$ cat src/inc/hioc_params.svh
// Register offsets, field positions, reset values and timing counts of the host interrupt block.
`ifndef HIOC_PARAMS_SVH
`define HIOC_PARAMS_SVH

`define HIOC_OFF_CFG 8'h54
`define HIOC_OFF_STS 8'h58
`define HIOC_OFF_EN 8'h5C

`define HIOC_CFG_HOLD_HI 31
`define HIOC_CFG_HOLD_LO 24
`define HIOC_CFG_RESTART 14
`define HIOC_CFG_ACTIVE 13
`define HIOC_CFG_MASTER 12
`define HIOC_CFG_OUT_EN 8
`define HIOC_CFG_POL 4
`define HIOC_CFG_TYPE 0

`define HIOC_PWR_EVT_BIT 17
`define HIOC_CFG_RESET 32'h00000000
`define HIOC_STS_RESET 32'h00000000
`define HIOC_EN_RESET 32'h00000000
`define HIOC_HOLD_RESET 8'h00

`define HIOC_STEP_NS 10000
`define HIOC_CLK_NS 10
`define HIOC_STEP_CYC (`HIOC_STEP_NS / `HIOC_CLK_NS)

`endif

$ cat src/inc/hioc_pkg.sv
// Types shared by the host interrupt output block.
package hioc_pkg;

	typedef struct packed {
		logic [7:0] addr;
		logic [31:0] wdata;
		logic wr;
		logic rd;
	} hioc_bus_t;

	typedef struct packed {
		logic [7:0] holdoff_interval;
		logic out_en;
		logic pin_polarity;
		logic push_pull;
	} hioc_cfg_t;

	typedef enum logic [0:0] {
		HIOC_IDLE,
		HIOC_HOLD
	} hioc_hold_state_t;

endpackage : hioc_pkg

$ cat src/logic/hioc_top.sv
// Host interrupt pin controller: status, enables, hold-off and pin driver.
`timescale 1ns/1ns

`include "hioc_params.svh"

////////////////////////////////////////////////////////////////////////////////
// How it works
// Eight-bit hold-off field sets withhold time in 10 us steps; resets to zero.
// Writing zero hold-off stops the interval, clears counter, releases pending requests.
// A new non-zero hold-off length applies to every following interrupt.
// The power event interrupt is never held off.
// Writing one to the restart bit clears the counter and begins a new interval.
// Active flag reads one while withheld, clears itself when the interval ends.
// Master bit shows the combined enabled line, ignoring output enable and hold-off.
// With output enable clear the pin stays deasserted; status keeps updating.
// Polarity bit: zero active low, one active high; survives software reset.
// Type bit: zero open-drain, one push-pull; resets to zero, survives software reset.
// In open-drain mode polarity is ignored and the pin asserts low.
// Writing one to a status bit clears it; writing zero leaves it.
// Master line is OR of status AND enable; expiry re-presents active requests.
// Prescaler makes the 10 us base; any reset clears the interval counter.
module hioc_top
	import hioc_pkg::*;
(
	input wire logic core_clk,
	input wire logic rst_n,
	input wire logic soft_rst,
	input wire hioc_bus_t bus_req,
	output logic [31:0] rd_data,
	input wire logic [31:0] irq_events,
	output logic irq_pin_out,
	output logic irq_pin_oe_n
);

	////////////////////////////////////////////////////////////////////////////////
	// Address decode.

	function automatic logic addr_hit(input logic [7:0] addr, input logic [7:0] off);
		addr_hit = (addr == off);
	endfunction : addr_hit

	wire cfg_sel = addr_hit(bus_req.addr, `HIOC_OFF_CFG);
	wire sts_sel = addr_hit(bus_req.addr, `HIOC_OFF_STS);
	wire en_sel = addr_hit(bus_req.addr, `HIOC_OFF_EN);
	wire cfg_wr = bus_req.wr && cfg_sel;
	wire sts_wr = bus_req.wr && sts_sel;
	wire en_wr = bus_req.wr && en_sel;

	////////////////////////////////////////////////////////////////////////////////
	// Configuration register.

	hioc_cfg_t cfg_q;
	hioc_cfg_t cfg_d;
	hioc_cfg_t cfg_wval;

	assign cfg_wval.holdoff_interval = bus_req.wdata[`HIOC_CFG_HOLD_HI:`HIOC_CFG_HOLD_LO];
	assign cfg_wval.out_en = bus_req.wdata[`HIOC_CFG_OUT_EN];
	assign cfg_wval.pin_polarity = bus_req.wdata[`HIOC_CFG_POL];
	assign cfg_wval.push_pull = bus_req.wdata[`HIOC_CFG_TYPE];

	wire holdoff_restart = cfg_wr && bus_req.wdata[`HIOC_CFG_RESTART];

	// Software reset clears the withhold settings but leaves the pin shape alone,
	// so a shared open-drain line never glitches into a driven level.
	always_comb
	begin
		cfg_d = cfg_q;
		if (cfg_wr)
		begin
			cfg_d = cfg_wval;
		end
		if (soft_rst)
		begin
			cfg_d.holdoff_interval = `HIOC_HOLD_RESET;
			cfg_d.out_en = 1'b0;
			cfg_d.pin_polarity = cfg_q.pin_polarity;
			cfg_d.push_pull = cfg_q.push_pull;
		end
	end

	always_ff @(posedge core_clk or negedge rst_n)
	begin
		if (!rst_n)
		begin
			cfg_q <= '0;
		end
		else
		begin
			cfg_q <= cfg_d;
		end
	end

	////////////////////////////////////////////////////////////////////////////////
	// Status and enable registers.

	logic [31:0] sts_q;
	logic [31:0] sts_d;
	logic [31:0] en_q;
	logic [31:0] en_d;
	wire [31:0] ack_mask = sts_wr ? bus_req.wdata : 32'h00000000;

	genvar gi;
	generate
		for (gi = 0; gi < 32; gi++)
		begin : g_sts
			// A new event in the same cycle as its acknowledge wins.
			assign sts_d[gi] = soft_rst ? irq_events[gi]
				: (irq_events[gi] || (sts_q[gi] && !ack_mask[gi]));
		end
	endgenerate

	assign en_d = soft_rst ? `HIOC_EN_RESET : (en_wr ? bus_req.wdata : en_q);

	always_ff @(posedge core_clk or negedge rst_n)
	begin
		if (!rst_n)
		begin
			sts_q <= `HIOC_STS_RESET;
			en_q <= `HIOC_EN_RESET;
		end
		else
		begin
			sts_q <= sts_d;
			en_q <= en_d;
		end
	end

	////////////////////////////////////////////////////////////////////////////////
	// Combined request lines.

	localparam logic [31:0] PWR_MASK = 32'h00000001 << `HIOC_PWR_EVT_BIT;

	wire [31:0] live = sts_q & en_q;
	wire master_line = |live;
	wire power_event = |(live & PWR_MASK);
	wire held_line = |(live & ~PWR_MASK);

	////////////////////////////////////////////////////////////////////////////////
	// Hold-off timing.

	logic holdoff_active;
	logic held_drive_q;

	// The withheld sources reach the pin only outside an interval.
	wire held_drive = cfg_q.out_en && held_line && !holdoff_active;
	// A new interval opens as soon as the held request leaves the pin.
	wire interval_start = held_drive_q && !held_drive && (cfg_q.holdoff_interval != 8'h00);

	hioc_holdoff_timer u_timer (
		.core_clk(core_clk),
		.rst_n(rst_n),
		.soft_clr(soft_rst),
		.holdoff_interval(cfg_q.holdoff_interval),
		.start(interval_start),
		.holdoff_restart(holdoff_restart),
		.holdoff_active(holdoff_active)
	);

	always_ff @(posedge core_clk or negedge rst_n)
	begin
		if (!rst_n)
		begin
			held_drive_q <= 1'b0;
		end
		else
		begin
			held_drive_q <= held_drive;
		end
	end

	////////////////////////////////////////////////////////////////////////////////
	// Pin driver.

	wire pin_assert = cfg_q.out_en && (power_event || held_drive);
	// Open-drain drives low only while asserted; push-pull drives always.
	wire pin_level = cfg_q.push_pull ? (cfg_q.pin_polarity ? pin_assert : !pin_assert)
		: 1'b0;
	wire pin_oe_n = cfg_q.push_pull ? 1'b0 : !pin_assert;

	always_ff @(posedge core_clk or negedge rst_n)
	begin
		if (!rst_n)
		begin
			irq_pin_out <= 1'b0;
			irq_pin_oe_n <= 1'b1;
		end
		else
		begin
			irq_pin_out <= pin_level;
			irq_pin_oe_n <= pin_oe_n;
		end
	end

	////////////////////////////////////////////////////////////////////////////////
	// Read data, valid in the cycle after the read strobe.

	logic [31:0] cfg_rd;

	always_comb
	begin
		cfg_rd = 32'h00000000;
		cfg_rd[`HIOC_CFG_HOLD_HI:`HIOC_CFG_HOLD_LO] = cfg_q.holdoff_interval;
		cfg_rd[`HIOC_CFG_ACTIVE] = holdoff_active;
		cfg_rd[`HIOC_CFG_MASTER] = master_line;
		cfg_rd[`HIOC_CFG_OUT_EN] = cfg_q.out_en;
		cfg_rd[`HIOC_CFG_POL] = cfg_q.pin_polarity;
		cfg_rd[`HIOC_CFG_TYPE] = cfg_q.push_pull;
	end

	wire [31:0] rd_mux = cfg_sel ? cfg_rd
		: sts_sel ? sts_q
		: en_sel ? en_q
		: 32'h00000000;

	always_ff @(posedge core_clk or negedge rst_n)
	begin
		if (!rst_n)
		begin
			rd_data <= 32'h00000000;
		end
		else
		begin
			rd_data <= bus_req.rd ? rd_mux : 32'h00000000;
		end
	end

endmodule : hioc_top

$ cat src/logic/hioc_holdoff_timer.sv
// Hold-off interval timer: 10 us prescaler and interval counter.
`timescale 1ns/1ns

`include "hioc_params.svh"

module hioc_holdoff_timer
	import hioc_pkg::*;
(
	input wire logic core_clk,
	input wire logic rst_n,
	input wire logic soft_clr,
	input wire logic [7:0] holdoff_interval,
	input wire logic start,
	input wire logic holdoff_restart,
	output logic holdoff_active
);

	localparam logic [9:0] STEP_LAST = 10'(`HIOC_STEP_CYC - 1);

	hioc_hold_state_t state_q;
	hioc_hold_state_t state_d;
	logic [9:0] pre_q;
	logic [9:0] pre_d;
	logic [7:0] cnt_q;
	logic [7:0] cnt_d;

	wire tick = (state_q == HIOC_HOLD) && (pre_q == STEP_LAST);
	wire zero_hold = (holdoff_interval == 8'h00);
	wire kick = start || holdoff_restart;
	// The limit is read live, so a newly written length governs the running interval too.
	wire last_step = ({1'b0, cnt_q} + 9'h001) >= {1'b0, holdoff_interval};

	always_comb
	begin
		state_d = state_q;
		pre_d = pre_q;
		cnt_d = cnt_q;
		case (state_q)
			HIOC_IDLE:
			begin
				pre_d = 10'h000;
				cnt_d = 8'h00;
			end
			HIOC_HOLD:
			begin
				pre_d = tick ? 10'h000 : pre_q + 10'h001;
				if (tick)
				begin
					cnt_d = cnt_q + 8'h01;
					if (last_step)
					begin
						state_d = HIOC_IDLE;
					end
				end
			end
			default:
			begin
				state_d = HIOC_IDLE;
			end
		endcase
		if (kick)
		begin
			state_d = HIOC_HOLD;
			pre_d = 10'h000;
			cnt_d = 8'h00;
		end
		if (zero_hold || soft_clr)
		begin
			state_d = HIOC_IDLE;
			pre_d = 10'h000;
			cnt_d = 8'h00;
		end
	end

	always_ff @(posedge core_clk or negedge rst_n)
	begin
		if (!rst_n)
		begin
			state_q <= HIOC_IDLE;
			pre_q <= 10'h000;
			cnt_q <= 8'h00;
		end
		else
		begin
			state_q <= state_d;
			pre_q <= pre_d;
			cnt_q <= cnt_d;
		end
	end

	assign holdoff_active = (state_q == HIOC_HOLD);

endmodule : hioc_holdoff_timer

$ cat config.mk
export PLATFORM = sky130hd
export DESIGN_NAME = hioc_top
export DESIGN_NICKNAME = d
export VERILOG_FILES = /design/src/inc/hioc_pkg.sv /design/src/logic/hioc_top.sv /design/src/logic/hioc_holdoff_timer.sv
export VERILOG_INCLUDE_DIRS = /design/src /design/src/inc
export SDC_FILE = /design/constraint.sdc
export NUM_CORES = 1
export LEC_CHECK = 0
export BUFFER_PORTS_ARGS = -buffer_cell sky130_fd_sc_hd__buf_2
export CELL_PAD_IN_SITES_DETAIL_PLACEMENT = 1
export CELL_PAD_IN_SITES_GLOBAL_PLACEMENT = 1
export CORE_MARGIN = 2
export CORE_UTILIZATION = 46
export DETAILED_ROUTE_END_ITERATION = 10
export GPL_ROUTABILITY_DRIVEN = 0
export PLACE_DENSITY_LB_ADDON = 0.25
export SYNTH_ARGS = -nofsm -noshare
export SYNTH_HDL_FRONTEND = slang
export SYNTH_SLANG_ARGS = --single-unit
$ cat constraint.sdc
create_clock -name core_clk -period 4.8 [get_ports core_clk]
set_input_delay 0.48 -clock core_clk [delete_from_list [all_inputs] [get_ports core_clk]]
set_output_delay 0.48 -clock core_clk [all_outputs]
set_load 0.02 [all_outputs]
==> results of run 1 <==
==> worst reg2reg max path, delay by kind of cell, from the launching register on <==
| kind | cells | cell delay (ns) |
|---|---|---|
| compound gates | 4 | 0.91 |
| fa+ha+maj | 2 | 0.54 |
| flops | 1 | 0.41 |
| xor+xnor | 1 | 0.16 |
| simple gates | 1 | 0.19 |
==> metrics by stage <==
stage               worst slack [ns]  hold WS, ns
global placement                1.43        0.482
global route                    1.65        0.244
floorplan                       2.73        0.184
detailed placement              1.38        0.495
CTS                             1.78        0.235
finish                          1.75        0.240
==> sequential cells by signal, indices dropped and copies added (netlist names), 8 cells and up <==
name / cells
cfg_q: 11
en_q: 32
rd_data: 32
sts_q: 32
u_timer.cnt_q: 8
u_timer.pre_q: 10
==> how the worst max path moves through the flow <==
stage / end / slack (ns) / cells past startpoint
finish: sts_q[9] / 1.75 / 8
global placement: sts_q[2] / 1.43 / 8
CTS: sts_q[9] / 1.78 / 8
global route: sts_q[9] / 1.65 / 8
detailed placement: sts_q[9] / 1.38 / 8
floorplan: sts_q[0] / 2.73 / 7
==> power breakdown <==
part	total (mW)	internal (mW)	switching [mW]
combinational	0.116	0.0423	0.0734
sequential	1.13	1.11	0.0189
clock	1.14	0.692	0.452
total	2.39	1.84	0.544
==> Yosys cell counts, types with 10 or more instances <==
master / number / area [um^2]
o21ai_0: 15 / 75.1
nand2_1: 56 / 210
a31o_1: 30 / 263
dfrtp_1: 128 / 3200
xor2_1: 16 / 140
ha_1: 10 / 125
clkbuf_1: 16 / 60.1
nor2_1: 50 / 188
mux2i_1: 10 / 100
inv_1: 14 / 52.6
nand3_1: 10 / 50.1
a22o_1: 35 / 307
and3_1: 10 / 62.6
a22oi_1: 40 / 300
==> cell families after synthesis <==
| family | Yosys count | share of synthesized area [%] |
|---|---|---|
| fa+ha+maj | 10 | 2.21 |
| simple gates | 150 | 12.6 |
| compound gates | 141 | 19.7 |
| buf+inv | 42 | 3.09 |
| mux | 12 | 2.16 |
| xor+xnor | 21 | 3.25 |
| flops | 129 | 57.0 |
==> layer usage <==
layer,vias to the layer above,share of wire [%],GRT usage [%]
li1,2053,-,-
met4,0,2.1,10.2
met2,157,49,44.2
met5,-,0,0
met1,2399,43,35.3
met3,28,5.7,6.33
==> final cells by class <==
cell class	instances	area, um^2	share of cell area (%)
inverter	15	56.3	0.820
timing repair buffer	118	613	8.93
clock inverter	6	32.5	0.474
multi-input combinational	334	2260	33.0
tap	147	184	2.68
sequential	129	3230	47.0
clock buffer	25	485	7.07
==> summary.txt, run 1 <==
Finish
  – N_diodes: 0
  – Final instance area: ~0.0069 mm^2
  – Commonest non-fill, non-tap cell in the layout: dfrtp_1
  – Final Core Density: between 50% and 60%
  – Share of layout cells above drive strength 1: about 25%
  – Nets: about 700
  – Fillers: around 1300
  – Most frequent cells in the layout: 128 x dfrtp_1, 109 x buf_2, 56 x nand2_1
  – Area growth from synthesis to layout: 21.2%
  – Finished Layout Cells: just under 800

Critical path
  – CP Buf/Inv Count: 3
  – R2R Path Start: u_timer.cnt_q[0]
  – Worst R2R End: u_timer.holdoff_active
  – Worst EP arrival: 3.35 ns
  – Most frequent CP cell: buf_4
  – CP top delay family: simple AND/OR/NAND/NOR gates
  – Worst setup startpoint: bus_req[35]
  – Cell Chain, Critical Path: buf_2 -> or4b_4 -> nor4_4 -> buf_4 -> and2_1 -> buf_4 -> nand2_1 -> a31o_1
  – Setup crit start kind: input port
  – R2R Setup Slk: 2.50 ns
  – CP endpoint kind: flip-flop
  – Max incr delay on CP: 1.05 ns
  – CP max stage cell: and2_1
  – WS Path Type: in -> reg
  – Critical path peak fanout: 33
  – Crit path required time: 5.10 ns
  – R2R depth: 8

Die
  – Core Rows: 40
  – Top-level I/O count: around 110
  – Die height: between 100 and 150 um
  – Die W: about 110 um
  – Area of the core: roughly 0.012 mm^2
  – Initial core utilization: ~47%
  – DIE AREA: ~0.013 mm^2

CTS
  – Number of hold buffers added after cts: 0
  – Post CTS Setup Buffer Count: 0
  – Worst-skew pair later-pin latency: roughly 0.42 ns
  – CTS Sinks: around 130
  – H-tree depth: 4
  – CTS max path bufs: 2
  – Clock transition at path regs: 0.05 ns
  – CTS root buffer: clkbuf_16
  – Post-cts sizing count: 0
  – CTS tree: done
  – Cts bufs inserted: 17

Place
  – Buffers on Ports: 110
  – Dpl hpwl: 11.3 mm
  – Placed instance count: about 740
  – Dpl cell area: around 0.0063 mm^2

Routing
  – Drc violations: 0
  – Initial DRC count: 419
  – DR vias: between 4000 and 5000
  – WL final: around 17 mm
  – Routed Antenna Nets: 0
  – Drt wl/cell: roughly 21 um
  – Drt pass-1 iters: 5
  – Vias/cell: 5.99

STA
  – RSZ-0062 raised after global routing: no
  – Slew @ Worst Pin: roughly 1.3 ns
  – Period utilisation layout: a little under two thirds
  – Setup Viol. Count Final: 0
  – Min Tclk post-route: 3.05 ns
  – Max Clock Skew: ~0.0047 ns
  – Slew HR: approximately 14%
  – Fmax: between 300 and 400 MHz
  – Final count of hold timing violations: 0
  – Setup TNS: 0 ns
  – Slew Viols, Final: 0

Synth
  – Post-synth top flop: dfrtp_1
  – Count of flip-flops with a built-in enable after synthesis: 0
  – Syn_nets: 592
  – FF+latch count, synth: around 130
  – Post-Syn Area: ~0.0057 mm^2
  – Syn_area_per_cell: between 10 and 15 um^2
  – Seq/Total Area, Yosys: a little under three fifths
  – Post-synth cell types: 49
  – Yosys warns: 0
  – Async set-reset flop share out of synthesis: 100%
  – Syn Inst Count: ~510

Run
  – Max-Cap Viols: 0

GRT
  – Largest net degree at the start of global routing: 84
  – Vias in the first global route: around 4900
  – Gr usage total: a little over a quarter
  – Overflow after GRT: 0
  – Initial antenna violation count: 0
  – First-pass GRT wire length: roughly 27 mm

Power and ir drop
  – Leakage: between 3 and 4 nW
  – Max IR drop VDD: 236 uV
  – Power Dens Cells: roughly 350 mW/mm^2
  – Pwr Total: between 2 and 2.5 mW

Status
  – Status: complete, no violations

Hold path
  – Hold WC Path Type: in -> async
No activity file was read; power rests on OpenSTA's default activity.
==> inputs of run 2 (changes only) <==
Settings changed: CORE_UTILIZATION 46 to 39.
Clock period 4.8 ns to 2.8 ns, I/O delays scaled along.
==> run 2 against run 1 <==
Against the previous run: total power grew 89%; via count fell by 0.58%; core utilization down 7.9 points; worst hold slack worse by 0.20 ns; critical endpoint is now u_timer.holdoff_active.
==> summary.txt, run 2 (synthesis results as in run 1) <==
Die
  – Top-level I/O count: 111 (unchanged)
  – Die W: 125 um (was 115 um)
  – Core Rows: 44 (was 40)
  – Area of the core: 0.0144 mm^2 (was 0.0120 mm^2)
  – DIE AREA: 0.0155 mm^2 (was 0.0132 mm^2)
  – Die height: 125 um (was 115 um)
  – Initial core utilization: 39.4% (was 47.2%)

Finish
  – Register area: 0.00323 mm^2 (unchanged)
  – N_diodes: 0 (unchanged)
  – Share of layout cells above drive strength 1: 25.9% (was 24.9%)
  – Biggest regs: en_q (32), rd_data (32), sts_q (32) (unchanged)
  – Commonest non-fill, non-tap cell in the layout: dfrtp_1 (unchanged)
  – Multi-input gate area: 0.00226 mm^2 (unchanged)
  – Area growth from synthesis to layout: 25.0% (was 21.2%)
  – Fillers: 1580 (was 1301)
  – Nets: 706 (was 702)
  – Most frequent cells in the layout: 128 x dfrtp_1, 109 x buf_2, 56 x nand2_1 (unchanged)

CTS
  – Post-cts sizing count: 0 (unchanged)
  – Cts bufs inserted: 17 (unchanged)
  – CTS tree: done (unchanged)
  – CTS Sinks: 129 (unchanged)
  – Clock transition at path regs: 0.06 ns (was 0.05 ns)
  – CTS root buffer: clkbuf_16 (unchanged)
  – H-tree depth: 4 (unchanged)
  – Worst-skew pair later-pin latency: 0.43 ns (was 0.42 ns)
  – CTS max path bufs: 2 (unchanged)

STA
  – Slew @ Worst Pin: 0.827 ns (was 1.28 ns)
  – Min Tclk post-route: approximately 2.3 ns
  – Final WS setup: 0.529 ns (was 1.75 ns)
  – Period utilisation layout: 81.1%
  – RSZ-0062 raised after global routing: no (unchanged)
  – Minimum hold slack: 0.0408 ns (was 0.240 ns)
  – Setup Viol. Count Final: 0 (unchanged)
  – Setup TNS: 0 ns (unchanged)
  – Max Clock Skew: 0.0113 ns (was 0.00471 ns)
  – Fmax: between 400 and 500 MHz
  – Final count of hold timing violations: 0 (unchanged)
  – Slew HR: 44.9% (was 14.5%)
  – Slew Viols, Final: 0 (unchanged)

Critical path
  – Max incr delay on CP: 0.43 ns (was 1.05 ns)
  – R2R Path Start: u_timer.cnt_q[0] (unchanged)
  – R2R depth: 8 (unchanged)
  – Most frequent CP cell: and3_1 (was buf_4)
  – Worst EP arrival: 2.60 ns (was 3.35 ns)
  – Cell Chain, Critical Path: and3_1 -> and3_1 -> xor2_1 -> ha_1 -> a211oi_1 -> o21ai_0 -> a2111o_1 -> o211ai_1 (was buf_2 -> or4b_4 -> nor4_4 -> buf_4 -> and2_1 -> buf_4 -> nand2_1 -> a31o_1)
  – CP endpoint kind: flip-flop (unchanged)
  – Critical path peak fanout: 4 (was 33)
  – Worst setup startpoint: u_timer.cnt_q[0] (was bus_req[35])
  – Worst R2R End: u_timer.holdoff_active (unchanged)
  – Crit path required time: 3.13 ns (was 5.10 ns)
  – R2R Setup Slk: 0.53 ns (was 2.50 ns)
  – Setup crit start kind: flip-flop (was input port)
  – WS Path Type: reg -> reg (was in -> reg)
  – CP max stage cell: dfrtp_1 (was and2_1)
  – Critical Path Sink: u_timer.holdoff_active (was sts_q[9])

GRT
  – Vias in the first global route: 5094 (was 4949)
  – Overflow after GRT: 0 (unchanged)
  – Largest net degree at the start of global routing: 56 (was 84)
  – Initial antenna violation count: 0 (unchanged)
  – Gr usage total: 23.5% (was 27.0%)
  – First-pass GRT wire length: 28.3 mm (was 26.8 mm)

Routing
  – WL final: 17.3 mm (was 16.6 mm)
  – DR vias: 4610 (was 4637)
  – Routed Antenna Nets: 0 (unchanged)
  – Drc violations: 0 (unchanged)
  – Drt wl/cell: 21.2 um (was 21.4 um)
  – Drt pass-1 iters: 4 (was 5)
  – Vias/cell: 5.65 (was 5.99)
  – Initial DRC count: 378 (was 419)

Status
  – Status: complete, no violations (unchanged)

Power and ir drop
  – Net switching power: 1.02 mW (was 0.544 mW)
  – Power Dens Cells: 637 mW/mm^2 (was 348 mW/mm^2)
  – Combinational share of power: 4.6% (was 4.8%)
  – Max IR drop VDD: 438 uV (was 236 uV)
  – Share of total power in sequential cells: 43.0% (was 47.3%)
  – Switch share: 22.5% (was 22.8%)
  – Leakage: 3.32 nW (was 3.24 nW)
  – Internal power: 3.49 mW (was 1.84 mW)
  – Clock power frac: 52.4% (was 47.9%)

Run
  – Max-Cap Viols: 0 (unchanged)

Hold path
  – Hold WC Path Type: in -> reg (was in -> async)

Place
  – Dpl hpwl: 12.0 mm (was 11.3 mm)
  – Buffers on Ports: 110 (unchanged)
  – Pre-CTS setup slack: 0.576 ns (was 1.38 ns)
-- run 2: layer usage --
layer	GRT usage, %	vias up	part of all wire (%)
met5	0	-	0
met3	5.88	27	4.5
met2	39.4	119	50
met1	29.8	2394	43
met4	8.00	0	2.0
li1	-	2070	-
-- run 2: final cells by class --
| class | instances | share of cell area (%) |
|---|---|---|
| Clock buffer | 19 | 6.26 |
| Clock inverter | 13 | 2.62 |
| Inverter | 15 | 0.795 |
| Multi-Input combinational cell | 334 | 32.0 |
| Sequential cell | 129 | 45.6 |
| Tap cell | 184 | 3.25 |
| Timing Repair Buffer | 122 | 9.47 |
-- run 2: worst max-delay path, delay by kind of cell, from the launching register on --
family | cells | cell delay [ns]
flip-flops | 1 | 0.43
AND/OR/NAND/NOR | 2 | 0.49
XOR/XNOR | 1 | 0.15
AO/OA/AOI/OAI | 4 | 0.82
adder cells (fa/ha/maj) | 1 | 0.29
-- run 2: how the worst min path moves through the flow --
stage	from	endpoint	slack, ns	cells after the start
after floorplan	rst_n	cfg_q[0]	-0.02	0
after global placement	rst_n	rd_data[10]	0.36	1
after detailed placement	rst_n	rd_data[10]	0.37	1
after CTS	irq_events[0]	sts_q[0]	0.03	2
after global routing	irq_events[7]	sts_q[7]	0.03	2
final	irq_events[10]	sts_q[10]	0.04	2
-- run 2: metrics by stage --
step / cells / instance area [um^2] / total power [mW] / utilization, %
after global routing: 816 / 7080 / 4.67 / 49.3
final: 816 / 7080 / 4.51 / 49.3
after CTS: 816 / 7080 / 4.54 / 49.3
after detailed placement: 783 / 6440 / 2.18 / 44.8
after floorplan: 505 / 5660 / 2.02 / -
after global placement: 783 / 6440 / 2.17 / 44.8
-- run 2: power groups by stage --
stage / clock network, mW / logic (mW) / registers [mW]
6_report: 2.36 / 0.207 / 1.94
5_1_grt: 2.50 / 0.228 / 1.94
4_1_cts: 2.39 / 0.212 / 1.94
3_5_place_dp: 0 / 0.209 / 1.97
3_3_place_gp: 0 / 0.203 / 1.97
2_1_floorplan: 0 / 0.0607 / 1.96
-- run 2: what timing repair did --
| item | 4_1_cts | 5_1_grt |
|---|---|---|
| buffers inserted | 0 | 0 |
| hold endpoints to repair | 50 | 0 |
| hold buffers | 1 | 0 |
==> inputs of run 3 (changes only) <==
Settings changed: CORE_UTILIZATION 39 to 43.
Clock period 2.8 ns to 2.3 ns, I/O delays scaled along.
==> run 3 against run 2 <==
Against the previous run: register-to-register slack got worse by 0.38 ns; total power rose by 17%; global-route usage rose by 2.5 points; combinational power rose by 37%; worst hold slack got worse by 0.033 ns; core utilization rose by 8.2 points; sequential share of layout area fell by 1.4 points.
==> summary.txt, run 3 (synthesis results as in run 1) <==
Critical path
  – R2R Path Start: u_timer.cnt_q[0] (unchanged)
  – Worst EP arrival: 2.50 ns (was 2.60 ns)
  – R2R depth: 9 (was 8)
  – Critical path peak fanout: 4 (unchanged)
  – WS Path Type: reg -> reg (unchanged)
  – CP endpoint kind: flip-flop (unchanged)
  – CP Buf/Inv Count: 0 (unchanged)
  – Worst R2R End: u_timer.holdoff_active (unchanged)
  – CP top delay family: adder cells (was compound AO/OA/AOI/OAI gates)
  – Setup crit start kind: flip-flop (unchanged)
  – R2R Setup Slk: 0.14 ns (was 0.53 ns)
  – Max incr delay on CP: 0.41 ns (was 0.43 ns)
  – Crit path required time: 2.65 ns (was 3.13 ns)
  – Cell Chain, Critical Path: ha_1 -> and3_1 -> and3_1 -> xor2_1 -> ha_1 -> nand2_1 -> a21oi_1 -> a2111o_1 -> o211ai_1 (was and3_1 -> and3_1 -> xor2_1 -> ha_1 -> a211oi_1 -> o21ai_0 -> a2111o_1 -> o211ai_1)
  – CP max stage cell: dfrtp_1 (unchanged)

Hold path
  – Hold path start: irq_events[8] (was irq_events[10])
  – Hold Path Cell Cnt: 2 (unchanged)
  – Hold WC Path Type: in -> reg (unchanged)
  – Worst Hold End: sts_q[8] (was sts_q[10])

STA
  – Fmax: 464 MHz (was 440 MHz)
  – RSZ-0062 raised after global routing: no (unchanged)
  – Slew @ Worst Pin: 0.558 ns (was 0.827 ns)
  – Period utilisation layout: 93.7% (was 81.1%)
  – Final count of hold timing violations: 0 (unchanged)
  – Final WS setup: 0.145 ns (was 0.529 ns)
  – Setup Viol. Count Final: 0 (unchanged)
  – Slew HR: 62.8% (was 44.9%)
  – Min Tclk post-route: 2.16 ns (was 2.27 ns)
  – Setup TNS: 0 ns (unchanged)
  – Minimum hold slack: 0.00731 ns (was 0.0408 ns)
  – Max Clock Skew: 0.00657 ns (was 0.0113 ns)
  – Slew Viols, Final: 0 (unchanged)

Routing
  – Drc violations: 0 (unchanged)
  – WL final: 17.3 mm (about the same)
  – Drt pass-1 iters: 5 (was 4)
  – Routed Antenna Nets: 0 (unchanged)
  – DR vias: 4756 (was 4610)
  – Vias/cell: 5.73 (was 5.65)
  – Initial DRC count: 280 (was 378)
  – Drt wl/cell: 20.9 um (was 21.2 um)

Power and ir drop
  – Pwr Total: 5.26 mW (was 4.51 mW)
  – Leakage: 3.42 nW (was 3.32 nW)
  – Power Dens Cells: 719 mW/mm^2 (was 637 mW/mm^2)
  – Max IR drop VDD: 525 uV (was 438 uV)

Place
  – Buffers on Ports: 110 (unchanged)
  – Pre-CTS setup slack: 0.109 ns (was 0.576 ns)
  – Dpl cell area: 0.00652 mm^2 (was 0.00644 mm^2)
  – Dpl hpwl: 11.8 mm (was 12.0 mm)
  – Placed instance count: 778 (was 783)

CTS
  – Worst-skew pair later-pin latency: 0.43 ns (about the same)
  – CTS max path bufs: 2 (unchanged)
  – CTS Sinks: 129 (unchanged)
  – Cts bufs inserted: 17 (unchanged)
  – H-tree depth: 4 (unchanged)
  – CTS tree: done (unchanged)
  – CTS root buffer: clkbuf_16 (unchanged)
  – Clock transition at path regs: 0.06 ns (about the same)

Status
  – Status: complete, no violations (unchanged)

Finish
  – Biggest regs: en_q (32), rd_data (32), sts_q (32) (unchanged)
  – Commonest non-fill, non-tap cell in the layout: dfrtp_1 (unchanged)
  – Final Core Density: 57.5% (was 49.3%)
  – N_diodes: 0 (unchanged)
  – Share of layout cells above drive strength 1: 25.7% (was 25.9%)
  – Nets: 735 (was 706)
  – Most frequent cells in the layout: 128 x dfrtp_1, 109 x buf_2, 56 x nand2_1 (unchanged)
  – Area growth from synthesis to layout: 29.0% (was 25.0%)
  – Final instance area: 0.00731 mm^2 (was 0.00708 mm^2)
  – Finished Layout Cells: 830 (was 816)

GRT
  – Initial antenna violation count: 0 (unchanged)
  – Vias in the first global route: 5089 (was 5094)
  – Largest net degree at the start of global routing: 46 (was 56)
  – Gr usage total: 26.1% (was 23.5%)
  – First-pass GRT wire length: 28.2 mm (was 28.3 mm)
  – Overflow after GRT: 0 (unchanged)

Die
  – Die W: 119 um (was 125 um)
  – Area of the core: 0.0127 mm^2 (was 0.0144 mm^2)
  – Core Rows: 41 (was 44)
  – Initial core utilization: 44.5% (was 39.4%)
  – DIE AREA: 0.0141 mm^2 (was 0.0155 mm^2)
  – Die height: 119 um (was 125 um)
  – Top-level I/O count: 111 (unchanged)

Run
  – Max-Cap Viols: 0 (unchanged)
run 3: cell count changes in the layout (fill, tap and decap cells not counted), sizes merged:
cell | previous run | this run
bufinv | 4 | 2
buf | 121 | 129
clkinv | 7 | 4
inv | 15 | 14
dlygate4sd3 | 1 | 22
clkinvlp | 2 | 1
clkbuf | 19 | 23
run 3: layer usage:
metal / wire, um / share of wire [%] / vias to the layer above / GRT usage [%]
met1: 7610 / 44 / 2465 / 34.7
met5: 0 / 0 / - / 0
met4: 348 / 2.0 / 0 / 8.93
li1: - / - / 2119 / -
met2: 8600 / 50 / 144 / 41.9
met3: 782 / 4.5 / 28 / 6.18
run 3: worst max path at each step:
stage / to / slack (ns) / depth (start not counted) / start
after floorplan: u_timer.holdoff_active / 0.26 / 9 / u_timer.cnt_q[0]
after global placement: u_timer.holdoff_active / 0.19 / 9 / u_timer.cnt_q[0]
after detailed placement: u_timer.holdoff_active / 0.11 / 8 / u_timer.cnt_q[0]
after CTS: u_timer.holdoff_active / 0.09 / 8 / u_timer.cnt_q[2]
after global routing: u_timer.holdoff_active / 0.001 / 9 / u_timer.cnt_q[0]
final: u_timer.holdoff_active / 0.14 / 9 / u_timer.cnt_q[0]
run 3: worst register-to-register path, delay by kind of cell (launching register included):
kind	cells	cell delay, ns
fa+ha+maj	2	0.54
flops	1	0.41
compound gates	3	0.52
simple gates	3	0.48
xor+xnor	1	0.15
run 3: area by class of cell:
type                       instances  area [um^2]
clock buffer                      23          478
clock inverter                     6         82.6
fill                            1414         5410
inverter                          15         56.3
multi-input combinational        334         2270
sequential                       129         3230
tap                              172          215
timing repair buffer             151          978
run 3: repair_timing:
item | in CTS | in global routing
resized for setup | 0 | 2
buffers inserted | 0 | 1
hold endpoints to repair | 52 | 0
setup endpoints to repair | 0 | 1
hold buffers | 22 | 0
run 3: where the power goes:
group          switching (mW)  internal, mW  total [mW]
clock network           0.964          1.65        2.62
registers              0.0423          2.31        2.36
logic                   0.160         0.123       0.283
